==> src/tlic_pkg.sv <==
// Constants, field layout and carrier types of the two-level interrupt controller.
// Assumes one clock edge per machine cycle, and that timer, serial and CPU logic share it.
//
// Behaviour
// [RULE1] Priority register bit per source selects high or low level; reset clears it.
// [RULE2] Low routine yields only to a high request; a high routine never yields.
// [RULE3] With both levels pending in one poll, a high request wins.
// [RULE4] Same-level order: ext 0, timer 0, ext 1, timer 1, serial.
// [RULE5] Timer 2 ranks after serial within either level.
// [RULE6] Flags are sampled each machine cycle and polled in the next one.
// [RULE7] No call while equal/higher level active, mid-instruction, exit or enable/priority write.
// [RULE8] After an exit or an enable/priority access, one more instruction completes first.
// [RULE9] Blocked requests are not remembered; every poll uses fresh samples.
// [RULE10] Acceptance issues a hardware call without status save and marks the level active.
// [RULE11] Vectors 0003H to 002BH in steps of eight per source; reset starts at 0000H.
// [RULE12] Serial and timer 2 flags are never cleared by vectoring.
// [RULE13] Vectoring clears the timer 0/1 flag, and an ext flag only in edge mode.
// [RULE14] Interrupt exit ends the current level and restores the previous status.
// [RULE15] A plain subroutine exit leaves the active level marked.
// [RULE16] Trigger select 0: ext flag is set while the sampled pin is low.
// [RULE17] Trigger select 1: ext flag is set on a high sample followed by a low one.
// [RULE18] Pin drivers hold each level at least one machine cycle.
// [RULE19] A level source holds low until the call and releases before the routine ends.
// [RULE20] Enable register: per-source bits plus a global bit, both needed to request.
// [RULE21] Serial request is receive OR transmit; timer 2 is overflow OR external.
// [RULE22] Timer 2 overflow is polled in the same machine cycle it is set.
// [RULE23] Software writes to request flags act like hardware sets and clears; in level mode the ext flags ignore writes and follow the pin.
package tlic_pkg;

   // Special function register addresses.
   localparam logic [7:0] ADDR_TIMER_CONTROL_REGISTER = 8'h88;
   localparam logic [7:0] ADDR_IE = 8'hA8;
   localparam logic [7:0] ADDR_IP = 8'hB8;

   // Reset values and implemented-bit masks.
   localparam logic [7:0] RST_IE = 8'h00;
   localparam logic [7:0] RST_IP = 8'h00;
   localparam logic [1:0] RST_TRIG = 2'h0;
   localparam logic [7:0] IE_MASK = 8'hBF;
   localparam logic [7:0] IP_MASK = 8'h3F;
   localparam logic [1:0] PIN_IDLE = 2'h3;

   // Field positions.
   localparam int IE_GLOBAL_BIT = 7;
   localparam int TIMER_CONTROL_REGISTER_IT0 = 0;
   localparam int TIMER_CONTROL_REGISTER_IE0 = 1;
   localparam int TIMER_CONTROL_REGISTER_IT1 = 2;
   localparam int TIMER_CONTROL_REGISTER_IE1 = 3;
   localparam int TIMER_CONTROL_REGISTER_TF0 = 5;
   localparam int TIMER_CONTROL_REGISTER_TF1 = 7;

   // Sources in polling order, lowest index first.
   localparam int NUM_SRC = 6;
   localparam int NUM_EXT = 2;
   localparam logic [2:0] SRC_EXT0 = 3'h0;
   localparam logic [2:0] SRC_TMR0 = 3'h1;
   localparam logic [2:0] SRC_EXT1 = 3'h2;
   localparam logic [2:0] SRC_TMR1 = 3'h3;
   localparam logic [2:0] SRC_SER = 3'h4;
   localparam logic [2:0] SRC_TMR2 = 3'h5;

   // Vector of source n is VEC_BASE + n * 8.
   localparam logic [15:0] VEC_BASE = 16'h0003;
   localparam logic [15:0] RESET_VEC = 16'h0000;

   typedef struct packed {
      logic [7:0] addr;
      logic [7:0] wdata;
      logic wr;
      logic rd;
   } tlic_sfr_req_t;

   typedef struct packed {
      logic last_cycle;
      logic interrupt_exit_instruction;
   } tlic_cpu_t;

   typedef struct packed {
      logic rx_done;
      logic tx_done;
      logic t2_ovf;
      logic t2_ext;
   } tlic_periph_t;

   typedef struct packed {
      logic call;
      logic [15:0] addr;
   } tlic_vec_t;

   typedef struct packed {
      logic [1:0] stage1;
      logic [1:0] stage2;
   } tlic_sync_t;

   typedef struct packed {
      logic [7:0] enable;
      logic [7:0] prio;
      logic [1:0] trig;
      logic [1:0] ext_flag;
      logic [1:0] tmr_flag;
      logic [1:0] pin_prev;
      logic ser_smp;
      logic t2x_smp;
      logic hi_act;
      logic lo_act;
      tlic_vec_t vec;
      logic [7:0] rdata;
   } tlic_state_t;

endpackage

==> src/tlic_sync.sv <==
// Two-stage synchroniser for the external request pins.
// Assumes the pins are asynchronous to mclk; reset holds both stages at the idle level.
`timescale 1ns/1ps

module tlic_sync (
   input wire logic mclk,
   input wire logic nrst,
   input wire logic [1:0] pin_raw,
   output logic [1:0] pin_s
);

   tlic_pkg::tlic_sync_t st_ff;
   tlic_pkg::tlic_sync_t nxt_st;

   // The first stage feeds only the second, so a metastable value never reaches logic.
   always_comb begin
      nxt_st = st_ff;
      nxt_st.stage1 = pin_raw;
      nxt_st.stage2 = st_ff.stage1;
   end

   // Idle-high reset keeps the edge detector from seeing a false fall at start-up.
   always_ff @(posedge mclk or negedge nrst) begin
      if (!nrst) begin
         st_ff.stage1 <= tlic_pkg::PIN_IDLE;
         st_ff.stage2 <= tlic_pkg::PIN_IDLE;
      end else begin
         st_ff <= nxt_st;
      end
   end

   assign pin_s = st_ff.stage2;

endmodule

==> src/tlic_ctrl.sv <==
// Two-level interrupt controller: request flags, enable and priority registers,
// polling, level tracking and the hardware vector call request.
// Assumes one mclk edge per machine cycle; the CPU drives last_cycle and interrupt_exit_instruction on the
// same clock and performs the stack push and program counter load itself.
`timescale 1ns/1ps

module tlic_ctrl (
   input wire logic mclk,
   input wire logic nrst,
   input wire logic [1:0] ext_request_pin_n,
   input wire logic [1:0] timer_ovf_set,
   input wire tlic_pkg::tlic_periph_t periph,
   input wire tlic_pkg::tlic_cpu_t cpu,
   input wire tlic_pkg::tlic_sfr_req_t sfr,
   output logic [7:0] sfr_rdata,
   output tlic_pkg::tlic_vec_t vec,
   output logic [1:0] level_active,
   output logic [1:0] ext_flag,
   output logic [1:0] timer_flag
);

   tlic_pkg::tlic_state_t st_ff;
   tlic_pkg::tlic_state_t nxt_st;

   logic [1:0] pin_s;
   logic [5:0] req;
   logic [5:0] hreq;
   logic [5:0] lreq;
   logic [3:0] hpick;
   logic [3:0] lpick;
   logic [2:0] pick;
   logic blocked;
   logic take_hi;
   logic take_lo;
   logic take;
   logic wr_ie;
   logic wr_ip;
   logic wr_timer_control_register;
   logic reg_access;
   logic [7:0] timer_control_register_view;

   // Returns {found, index} of the lowest-index set bit, which is the polling order.
   function automatic logic [3:0] first_req(input logic [5:0] r);
      logic [3:0] res;
      res = 4'h0;
      for (int i = tlic_pkg::NUM_SRC - 1; i >= 0; i--) begin
         if (r[i]) begin
            res = {1'b1, 3'(i)}; // [RULE4] [RULE5]
         end
      end
      return res;
   endfunction

   // Pins arrive from outside the clock domain.
   tlic_sync u_sync (
      .mclk(mclk),
      .nrst(nrst),
      .pin_raw(ext_request_pin_n),
      .pin_s(pin_s)
   );

   // Register decode for writes; any access to enable or priority also blocks a call.
   always_comb begin
      wr_ie = 1'b0;
      wr_ip = 1'b0;
      wr_timer_control_register = 1'b0;
      if (sfr.addr == tlic_pkg::ADDR_IE) begin
         wr_ie = sfr.wr;
      end else if (sfr.addr == tlic_pkg::ADDR_IP) begin
         wr_ip = sfr.wr;
      end else if (sfr.addr == tlic_pkg::ADDR_TIMER_CONTROL_REGISTER) begin
         wr_timer_control_register = sfr.wr;
      end
   end

   // Reads count as well as writes, so a read of either register also defers vectoring.
   assign reg_access = (sfr.wr | sfr.rd) &
                       ((sfr.addr == tlic_pkg::ADDR_IE) | (sfr.addr == tlic_pkg::ADDR_IP)); // [RULE8]

   // Request vector in polling order; serial and timer 2 are each an OR of two flags.
   assign req = {periph.t2_ovf | st_ff.t2x_smp, // [RULE21] [RULE22]
                 st_ff.ser_smp, // [RULE21]
                 st_ff.tmr_flag[1],
                 st_ff.ext_flag[1],
                 st_ff.tmr_flag[0],
                 st_ff.ext_flag[0]} &
                st_ff.enable[5:0] &
                {6{st_ff.enable[tlic_pkg::IE_GLOBAL_BIT]}}; // [RULE20]

   // Split by level; only this cycle's samples are looked at, nothing is latched.
   assign hreq = req & st_ff.prio[5:0]; // [RULE1] [RULE9]
   assign lreq = req & ~st_ff.prio[5:0]; // [RULE1] [RULE9]
   assign hpick = first_req(hreq);
   assign lpick = first_req(lreq);

   // Mid-instruction, interrupt exit, or enable/priority access all hold the call back.
   assign blocked = ~cpu.last_cycle | cpu.interrupt_exit_instruction | reg_access; // [RULE7] [RULE8]

   // High wins over low; an active high level blocks both, an active low blocks low.
   assign take_hi = ~blocked & hpick[3] & ~st_ff.hi_act; // [RULE2] [RULE3] [RULE7]
   assign take_lo = ~blocked & ~hpick[3] & lpick[3] &
                    ~st_ff.hi_act & ~st_ff.lo_act; // [RULE2] [RULE3] [RULE7]
   assign take = take_hi | take_lo;
   assign pick = take_hi ? hpick[2:0] : lpick[2:0];

   // Readable image of the timer control bits held here; unheld bits read zero.
   always_comb begin
      timer_control_register_view = 8'h00;
      timer_control_register_view[tlic_pkg::TIMER_CONTROL_REGISTER_IT0] = st_ff.trig[0];
      timer_control_register_view[tlic_pkg::TIMER_CONTROL_REGISTER_IE0] = st_ff.ext_flag[0];
      timer_control_register_view[tlic_pkg::TIMER_CONTROL_REGISTER_IT1] = st_ff.trig[1];
      timer_control_register_view[tlic_pkg::TIMER_CONTROL_REGISTER_IE1] = st_ff.ext_flag[1];
      timer_control_register_view[tlic_pkg::TIMER_CONTROL_REGISTER_TF0] = st_ff.tmr_flag[0];
      timer_control_register_view[tlic_pkg::TIMER_CONTROL_REGISTER_TF1] = st_ff.tmr_flag[1];
   end

   // Next-state logic for the whole controller.
   always_comb begin
      nxt_st = st_ff;

      // Sample the pins and peripheral flags once per machine cycle for the next poll.
      nxt_st.pin_prev = pin_s; // [RULE6]
      nxt_st.ser_smp = periph.rx_done | periph.tx_done; // [RULE6]
      nxt_st.t2x_smp = periph.t2_ext; // [RULE6]

      // Enable and priority registers; unimplemented bits stay zero.
      if (wr_ie) begin
         nxt_st.enable = sfr.wdata & tlic_pkg::IE_MASK; // [RULE20]
      end
      if (wr_ip) begin
         nxt_st.prio = sfr.wdata & tlic_pkg::IP_MASK; // [RULE1]
      end
      if (wr_timer_control_register) begin
         nxt_st.trig[0] = sfr.wdata[tlic_pkg::TIMER_CONTROL_REGISTER_IT0];
         nxt_st.trig[1] = sfr.wdata[tlic_pkg::TIMER_CONTROL_REGISTER_IT1];
      end

      // External flags: level mode mirrors the pin, edge mode latches a fall.
      for (int i = 0; i < tlic_pkg::NUM_EXT; i++) begin
         if (!st_ff.trig[i]) begin
            nxt_st.ext_flag[i] = ~pin_s[i]; // [RULE16] [RULE13]
         end else begin
            if (wr_timer_control_register) begin
               nxt_st.ext_flag[i] = sfr.wdata[(i == 0) ? tlic_pkg::TIMER_CONTROL_REGISTER_IE0
                                                       : tlic_pkg::TIMER_CONTROL_REGISTER_IE1]; // [RULE23]
            end else if (take && pick == ((i == 0) ? tlic_pkg::SRC_EXT0
                                                   : tlic_pkg::SRC_EXT1)) begin
               nxt_st.ext_flag[i] = 1'b0; // [RULE13]
            end
            // A fresh edge wins over any clear in the same cycle.
            if (st_ff.pin_prev[i] && !pin_s[i]) begin
               nxt_st.ext_flag[i] = 1'b1; // [RULE17]
            end
         end
      end

      // Timer 0/1 overflow flags: software write, vector clear, then hardware set wins.
      for (int i = 0; i < 2; i++) begin
         if (wr_timer_control_register) begin
            nxt_st.tmr_flag[i] = sfr.wdata[(i == 0) ? tlic_pkg::TIMER_CONTROL_REGISTER_TF0
                                                    : tlic_pkg::TIMER_CONTROL_REGISTER_TF1]; // [RULE23]
         end else if (take && pick == ((i == 0) ? tlic_pkg::SRC_TMR0
                                                : tlic_pkg::SRC_TMR1)) begin
            nxt_st.tmr_flag[i] = 1'b0; // [RULE13]
         end
         if (timer_ovf_set[i]) begin
            nxt_st.tmr_flag[i] = 1'b1;
         end
      end
      // Serial and timer 2 flags live in their own blocks; no clear is ever sent. [RULE12]

      // Interrupt exit closes the innermost level: high if set, else low.
      if (cpu.interrupt_exit_instruction) begin
         if (st_ff.hi_act) begin
            nxt_st.hi_act = 1'b0; // [RULE14]
         end else begin
            nxt_st.lo_act = 1'b0; // [RULE14]
         end
      end
      // A plain subroutine exit has no input here, so the levels stay marked. [RULE15]

      // Accepted request: one-cycle call strobe, vector address, level marked active.
      nxt_st.vec.call = take; // [RULE10]
      if (take) begin
         nxt_st.vec.addr = tlic_pkg::VEC_BASE + 16'({pick, 3'h0}); // [RULE11]
      end
      if (take_hi) begin
         nxt_st.hi_act = 1'b1; // [RULE10]
      end
      if (take_lo) begin
         nxt_st.lo_act = 1'b1; // [RULE10]
      end

      // Read data lag the address by one cycle; unmapped addresses read zero.
      if (sfr.addr == tlic_pkg::ADDR_IE) begin
         nxt_st.rdata = st_ff.enable;
      end else if (sfr.addr == tlic_pkg::ADDR_IP) begin
         nxt_st.rdata = st_ff.prio;
      end else if (sfr.addr == tlic_pkg::ADDR_TIMER_CONTROL_REGISTER) begin
         nxt_st.rdata = timer_control_register_view;
      end else begin
         nxt_st.rdata = 8'h00;
      end
   end

   // Control state clears on reset except pin_prev, which loads the idle level; the vector output shows the reset vector.
   always_ff @(posedge mclk or negedge nrst) begin
      if (!nrst) begin
         st_ff.enable <= tlic_pkg::RST_IE;
         st_ff.prio <= tlic_pkg::RST_IP; // [RULE1]
         st_ff.trig <= tlic_pkg::RST_TRIG;
         st_ff.ext_flag <= 2'h0;
         st_ff.tmr_flag <= 2'h0;
         st_ff.pin_prev <= tlic_pkg::PIN_IDLE;
         st_ff.ser_smp <= 1'b0;
         st_ff.t2x_smp <= 1'b0;
         st_ff.hi_act <= 1'b0;
         st_ff.lo_act <= 1'b0;
         st_ff.vec.call <= 1'b0;
         st_ff.vec.addr <= tlic_pkg::RESET_VEC; // [RULE11]
         st_ff.rdata <= 8'h00;
      end else begin
         st_ff <= nxt_st;
      end
   end

   // Every output is a field of the state register.
   assign sfr_rdata = st_ff.rdata;
   assign vec = st_ff.vec;
   assign level_active = {st_ff.hi_act, st_ff.lo_act};
   assign ext_flag = st_ff.ext_flag;
   assign timer_flag = st_ff.tmr_flag;

endmodule

==> config.mk <==
export PLATFORM = sky130hd
export DESIGN_NAME = tlic_ctrl
export DESIGN_NICKNAME = d
export VERILOG_FILES = /design/src/tlic_pkg.sv /design/src/tlic_sync.sv /design/src/tlic_ctrl.sv
export SDC_FILE = /design/constraint.sdc
export NUM_CORES = 1
export LEC_CHECK = 0
export BUFFER_PORTS_ARGS = -buffer_cell sky130_fd_sc_hd__buf_2
export CAP_MARGIN = 15
export CORE_MARGIN = 1
export CORE_UTILIZATION = 52
export DETAILED_ROUTE_END_ITERATION = 8
export GPL_ROUTABILITY_DRIVEN = 0
export PLACE_DENSITY = 0.8
export SYNTH_ARGS = -nofsm -noshare
export SYNTH_HDL_FRONTEND = slang
export SYNTH_SLANG_ARGS = --single-unit
==> constraint.sdc <==
create_clock -name mclk -period 2.9 [get_ports mclk]
set_clock_uncertainty 0.2 [all_clocks]
set_input_delay 0.145 -clock mclk [delete_from_list [all_inputs] [get_ports mclk]]
set_output_delay 0.145 -clock mclk [all_outputs]
set_load 0.005 [all_outputs]
* Yosys cells after proc, flatten, opt, wreduce, memory -nomap -nowiden
Cells that the tools add are included.
Word-level totals: register bits after elaboration 54, input port bits 30, output and inout bits 31
Operators by class: $add $sub $neg 1, eq/ne operators 9, multiplexer cells 40, bitwise logic cells 26, reduce and logical (&&, ||, !) cells 14
Operators with widths (number):
- 2-to-1 mux 4 bit | 12
- AND 6 bit | 4
- equality test 8 bit, second input constant | 3
- 2-to-1 mux 8 bit | 3
- 2-to-1 mux 1 bit | 23
- != test 4 x 1 -> 1 bit, second input constant | 2
- adder 2 x 6 -> 7 bit, first input constant | 1
- AND 1 bit | 7
- NOT 1 bit | 7
- bitwise OR 1 bit | 7
- equality test 3 x 2 -> 1 bit, second input constant | 2
- logical AND 1 bit | 6
- NOT 6 bit | 1
- nonzero test 3 bit | 2
- nonzero test 2 bit | 2
- equality test 3 x 1 -> 1 bit, second input constant | 1
- zero test 3 bit | 1
- 2-to-1 mux 3 bit | 1
- zero test 1 bit | 2
- 2-to-1 mux 2 bit | 1
- != test 2 x 1 -> 1 bit, second input constant | 1
- AND reduction 2 bit | 1

* Longest topological paths before layout
depth after elaboration 21, mapped depth 7, depth with buffers taken out 6

* By module
A second synthesis with hierarchy kept.
Second synthesis, totals: cells, all modules 213, area total of the unflattened synthesis 2270.9 µm²
By module, submodules not included:
- tlic_ctrl | instances 1, cells an instance 209, area an instance 2165.8 µm², seq. area each 928.4 µm²
- tlic_sync | instances 1, cells an instance 4, area an instance 105.1 µm², seq. area each 105.1 µm²

* Worst setup path before layout
OpenSTA, ideal clock, no wires.
path kind register -> register, from register st_ff[52] (netlist name), to register st_ff (netlist bit timer_flag[0]), library setup time 136 ps, arrival time 2008 ps, path slack 556 ps, stages on the path, launching flop included 8, period minus slack after synthesis 2344 ps, cells stage by stage dfrtp_1 clkbuf_1 nand4_1 nand4_1 or2_2 or3_1 a211oi_1 o211ai_1
Between the ends: cells in the longest elaborated chain, start to end 16, elaborated cells on any way between the ends 27
RTL lines:
- start: declaration | line tlic_ctrl.sv:22 | tlic_pkg::tlic_state_t st_ff;
- start signal: assignment | line tlic_ctrl.sv:223 | st_ff <= nxt_st;
- AND 6 bit (*) | line tlic_ctrl.sv:87 | st_ff.enable[5:0] &
- AND 6 bit | line tlic_ctrl.sv:91 | assign hreq = req & st_ff.prio[5:0];
- 2-to-1 mux 4 bit (6 in a row) | line tlic_ctrl.sv:47 | if (r[i]) begin
- NOT 1 bit | line tlic_ctrl.sv:101 | assign take_lo = ~blocked & ~hpick[3] & lpick[3] &
- AND 1 bit (3 in a row) | line tlic_ctrl.sv:101
- AND 1 bit | line tlic_ctrl.sv:102 | ~st_ff.hi_act & ~st_ff.lo_act;
- bitwise OR 1 bit | line tlic_ctrl.sv:103 | assign take = take_hi | take_lo;
- logical AND 1 bit (*) | line tlic_ctrl.sv:162 | end else if (take && pick == ((i == 0) ? tlic_pkg::SRC_TMR0
- nonzero test 3 bit (no source line) (*)
Every way passes the cells marked *; elsewhere a longest branch is shown, timed or not. A chain may end at the register's enable or synchronous reset.

* Final worst setup path
from register st_ff[52] (netlist name), to register, netlist name ext_flag[0]
Between the ends: cells in the longest elaborated chain, start to end 16, elaborated cells on any way between the ends 27
RTL lines:
- AND 6 bit (*) | line tlic_ctrl.sv:87
- AND 6 bit | line tlic_ctrl.sv:91
- 2-to-1 mux 4 bit (6 in a row) | line tlic_ctrl.sv:47
- NOT 1 bit | line tlic_ctrl.sv:101
- AND 1 bit (3 in a row) | line tlic_ctrl.sv:101
- AND 1 bit | line tlic_ctrl.sv:102
- bitwise OR 1 bit | line tlic_ctrl.sv:103
- logical AND 1 bit (*) | line tlic_ctrl.sv:146 | end else if (take && pick == ((i == 0) ? tlic_pkg::SRC_EXT0
- != test 4 x 1 -> 1 bit (no source line) (*)
Marked as above.

==> impl_metrics.ini <==
[place]
place_inst = 286
dpl.hpwl_mm = 3.20
io_buffer_count = 47
place_ws_ps = 415
placed_area_um2 = 2300

[cells_and_area]
drive_above_1_share = 0.322
fin_util = 0.638
areaGrowthSynthToFinish_pct = 17.2
antennaDiodeCount = 0
instances_no_fill = 311
nets = 290
design_area_um2 = 2550

[synth]
synth-seq-area-share = 0.474
synth.cells.most_frequent = 35 x dfrtp_1, 31 x buf_4, 18 x nand2_1, 15 x mux2_2, 15 x nor2_1
syn_avg_cell_area_um2 = 10.4
synthDistinctLibCells = 44
yosysMostFrequentCell = dfrtp_1
synth_edf_count = 0
syn_area_um2 = 2180
synth_top_cell_area_share = 0.402
synth_top_area_cell = dfrtp_1
yosys-top-cells-area = dfrtp_1 40%, buf_4 11%, mux2_2 7.8%
ys_async_sr_fraction = 1.00
syn_inst = 209
ys.flop_type = dfrtp_1
ys_warn_count = 0
ys_seq_elements = 41

[floorplan]
die_width_um = 66.7
rows = 23
core_um2 = 4000
start_util = 0.545
die_area_um2 = 4450
die_h_um = 66.7
boundaryPins = 61

[drt]
drt_wl_total_mm = 4.35
via_count = 1680
drt_pass1_iterations = 4
drcViolationCount = 0
viasPerCell = 5.40
drtIter0Drc = 68
avgRoutedWirePerCell_um = 14.0
antenna_left = 0

[clocking]
cts_root_buf = clkbuf_8
cts_setup_buffers = 0
cts_buffer_depth = 2
cts.sinks = 41
cts_resized = 0
clk_pin_slew_ps = 70
hold_buffers = 17
cts_tree = built
clkLatencyLatePin_ps = 290
htreeDepth = 2
cts_made_buffers = 5

[critical_path]
crit_top_cell = nand4_1
reg2regPathDepth = 6
arrival_ps = 2450
r2r_slack_ps = 410
cp_cell_sequence = nand4_1, nand4_1, or2_2, or3_1, a211oi_1, a31oi_1
required_ps = 2860
crit_start = st_ff[52]$_DFFE_PN0P_
critical-path-max-stage-delay_ps = 530
critPathSlowestCell = dfrtp_1
crit_fanout = 14
regToRegStartpoint = st_ff[52]$_DFFE_PN0P_
path_class = flop to flop
cp-end-kind = flop
start_kind = flop
r2r_end = ext_flag[0]$_DFFE_PN0P_

[pwr]
peakVddDrop_v = 0.000293
p_leak_uw = 0.00129
p_per_area_nw_per_um2 = 419

[timing]
timing.fmax_ghz = 0.402
fin_ws_ps = 409
drv_slew = 0
fin_crit_sh = 0.859
worstMarginPinSlew_ps = 895
finalHoldViolations = 0
setup_viol = 0
tns_ps = 0
slew_headroom = 0.403
min_period_ps = 2490
rsz0062_at_grt = no

[hold_path]
min_path_type = input port to flop
holdPathEnd = sfr_rdata[7]$_DFF_PN0_
holdPathStages = 2
hp-start = sfr[14]

[global_route]
antenna_found_initial = 0
grt_overflow_total = 0
grt_max_degree = 42
grtUsageTotal = 0.220
grt_pass1_vias = 1523
grt_pass1_wl_mm = 7.02

[outcome]
status = finished clean

[flow_run]
maxCapViolations = 0
## state kept, by name, summed over array words and instances, names as in the netlist
name / count
level_active: 2
timer_flag: 2
ext_flag: 2
u_sync.nxt_st: 2
vec: 5
sfr_rdata: 7
st_ff: 19
u_sync.pin_s: 2
## worst max-delay path, delay by kind of cell, from the launching register on
kind	cells	cell delay [ps]
compound gates	2	530
simple gates	4	1090
flops	1	530
## how the worst max path moves through the flow
| stage | end | slack [ps] | depth (start not counted) |
|---|---|---|---|
| floorplan | timer_flag[0]$_DFFE_PN0P_ | 560 | 7 |
| global placement | timer_flag[1]$_DFFE_PN0P_ | 420 | 7 |
| detailed placement | timer_flag[1]$_DFFE_PN0P_ | 410 | 7 |
| CTS | ext_flag[0]$_DFFE_PN0P_ | 410 | 6 |
| global route | timer_flag[0]$_DFFE_PN0P_ | 280 | 6 |
| finish | ext_flag[0]$_DFFE_PN0P_ | 410 | 6 |
## cells by family (layout without fill, tap and decap cells)
| family | after synthesis | count (layout) | share of synthesized area |
|---|---|---|---|
| DFF | 41 | 41 | 0.474 |
| buffers and inverters | 40 | 81 | 0.123 |
| AOI/OAI and AO/OA | 39 | 39 | 0.124 |
| muxes | 23 | 23 | 0.115 |
| other | 1 | 12 | 0.00172 |
| and+or+nand+nor | 65 | 65 | 0.162 |
## through the flow
step           total power [uW]  hold WS, ps
2_1_floorplan               678         -351
3_3_place_gp                708         49.8
3_5_place_dp                711         51.6
4_1_cts                    1080         46.0
5_1_grt                    1120         89.8
6_report                   1070         55.1
## cell usage in the layout, fill, tap and decap left out, drive strengths merged, types with 2 or more instances in the layout
master / instances
nor2: 15
a211oi: 2
o21ai: 3
buf: 52
conb: 12
a21oi: 9
nand4bb: 2
dlygate4sd3: 17
o21bai: 2
mux2: 16
clkbuf: 7
a21o: 3
dfstp: 6
nand4: 6
a31oi: 6
dfrtp: 35
nor3: 2
or3: 4
or2: 3
nand3: 3
mux2i: 7
o211ai: 3
nand2: 18
nand4b: 2
and4b: 3
inv: 4
nand2b: 4
## layer usage
metal	GRT usage	part of all wire
met4	0.0957	0.018
met1	0.292	0.44
met3	0.0599	0.072
met5	0	0
met2	0.333	0.47
## final cells by class
class | count | area, um^2
clock buffers | 7 | 76.3
clock inverters | 1 | 5.00
fillers | 332 | 1450
inverters | 4 | 15.0
multi-input cells | 139 | 918
flip-flops and latches | 41 | 1030
well taps | 50 | 62.6
repair buffers | 69 | 443
## power by group
part	leakage, uW	switching, uW	total, uW	internal [uW]
registers	0.000527	17.0	611	594
logic	0.000719	51.0	106	55.4
clock network	0.0000422	184	353	169
total	0.00129	252	1070	818
No activity file was read; power rests on OpenSTA's default activity.
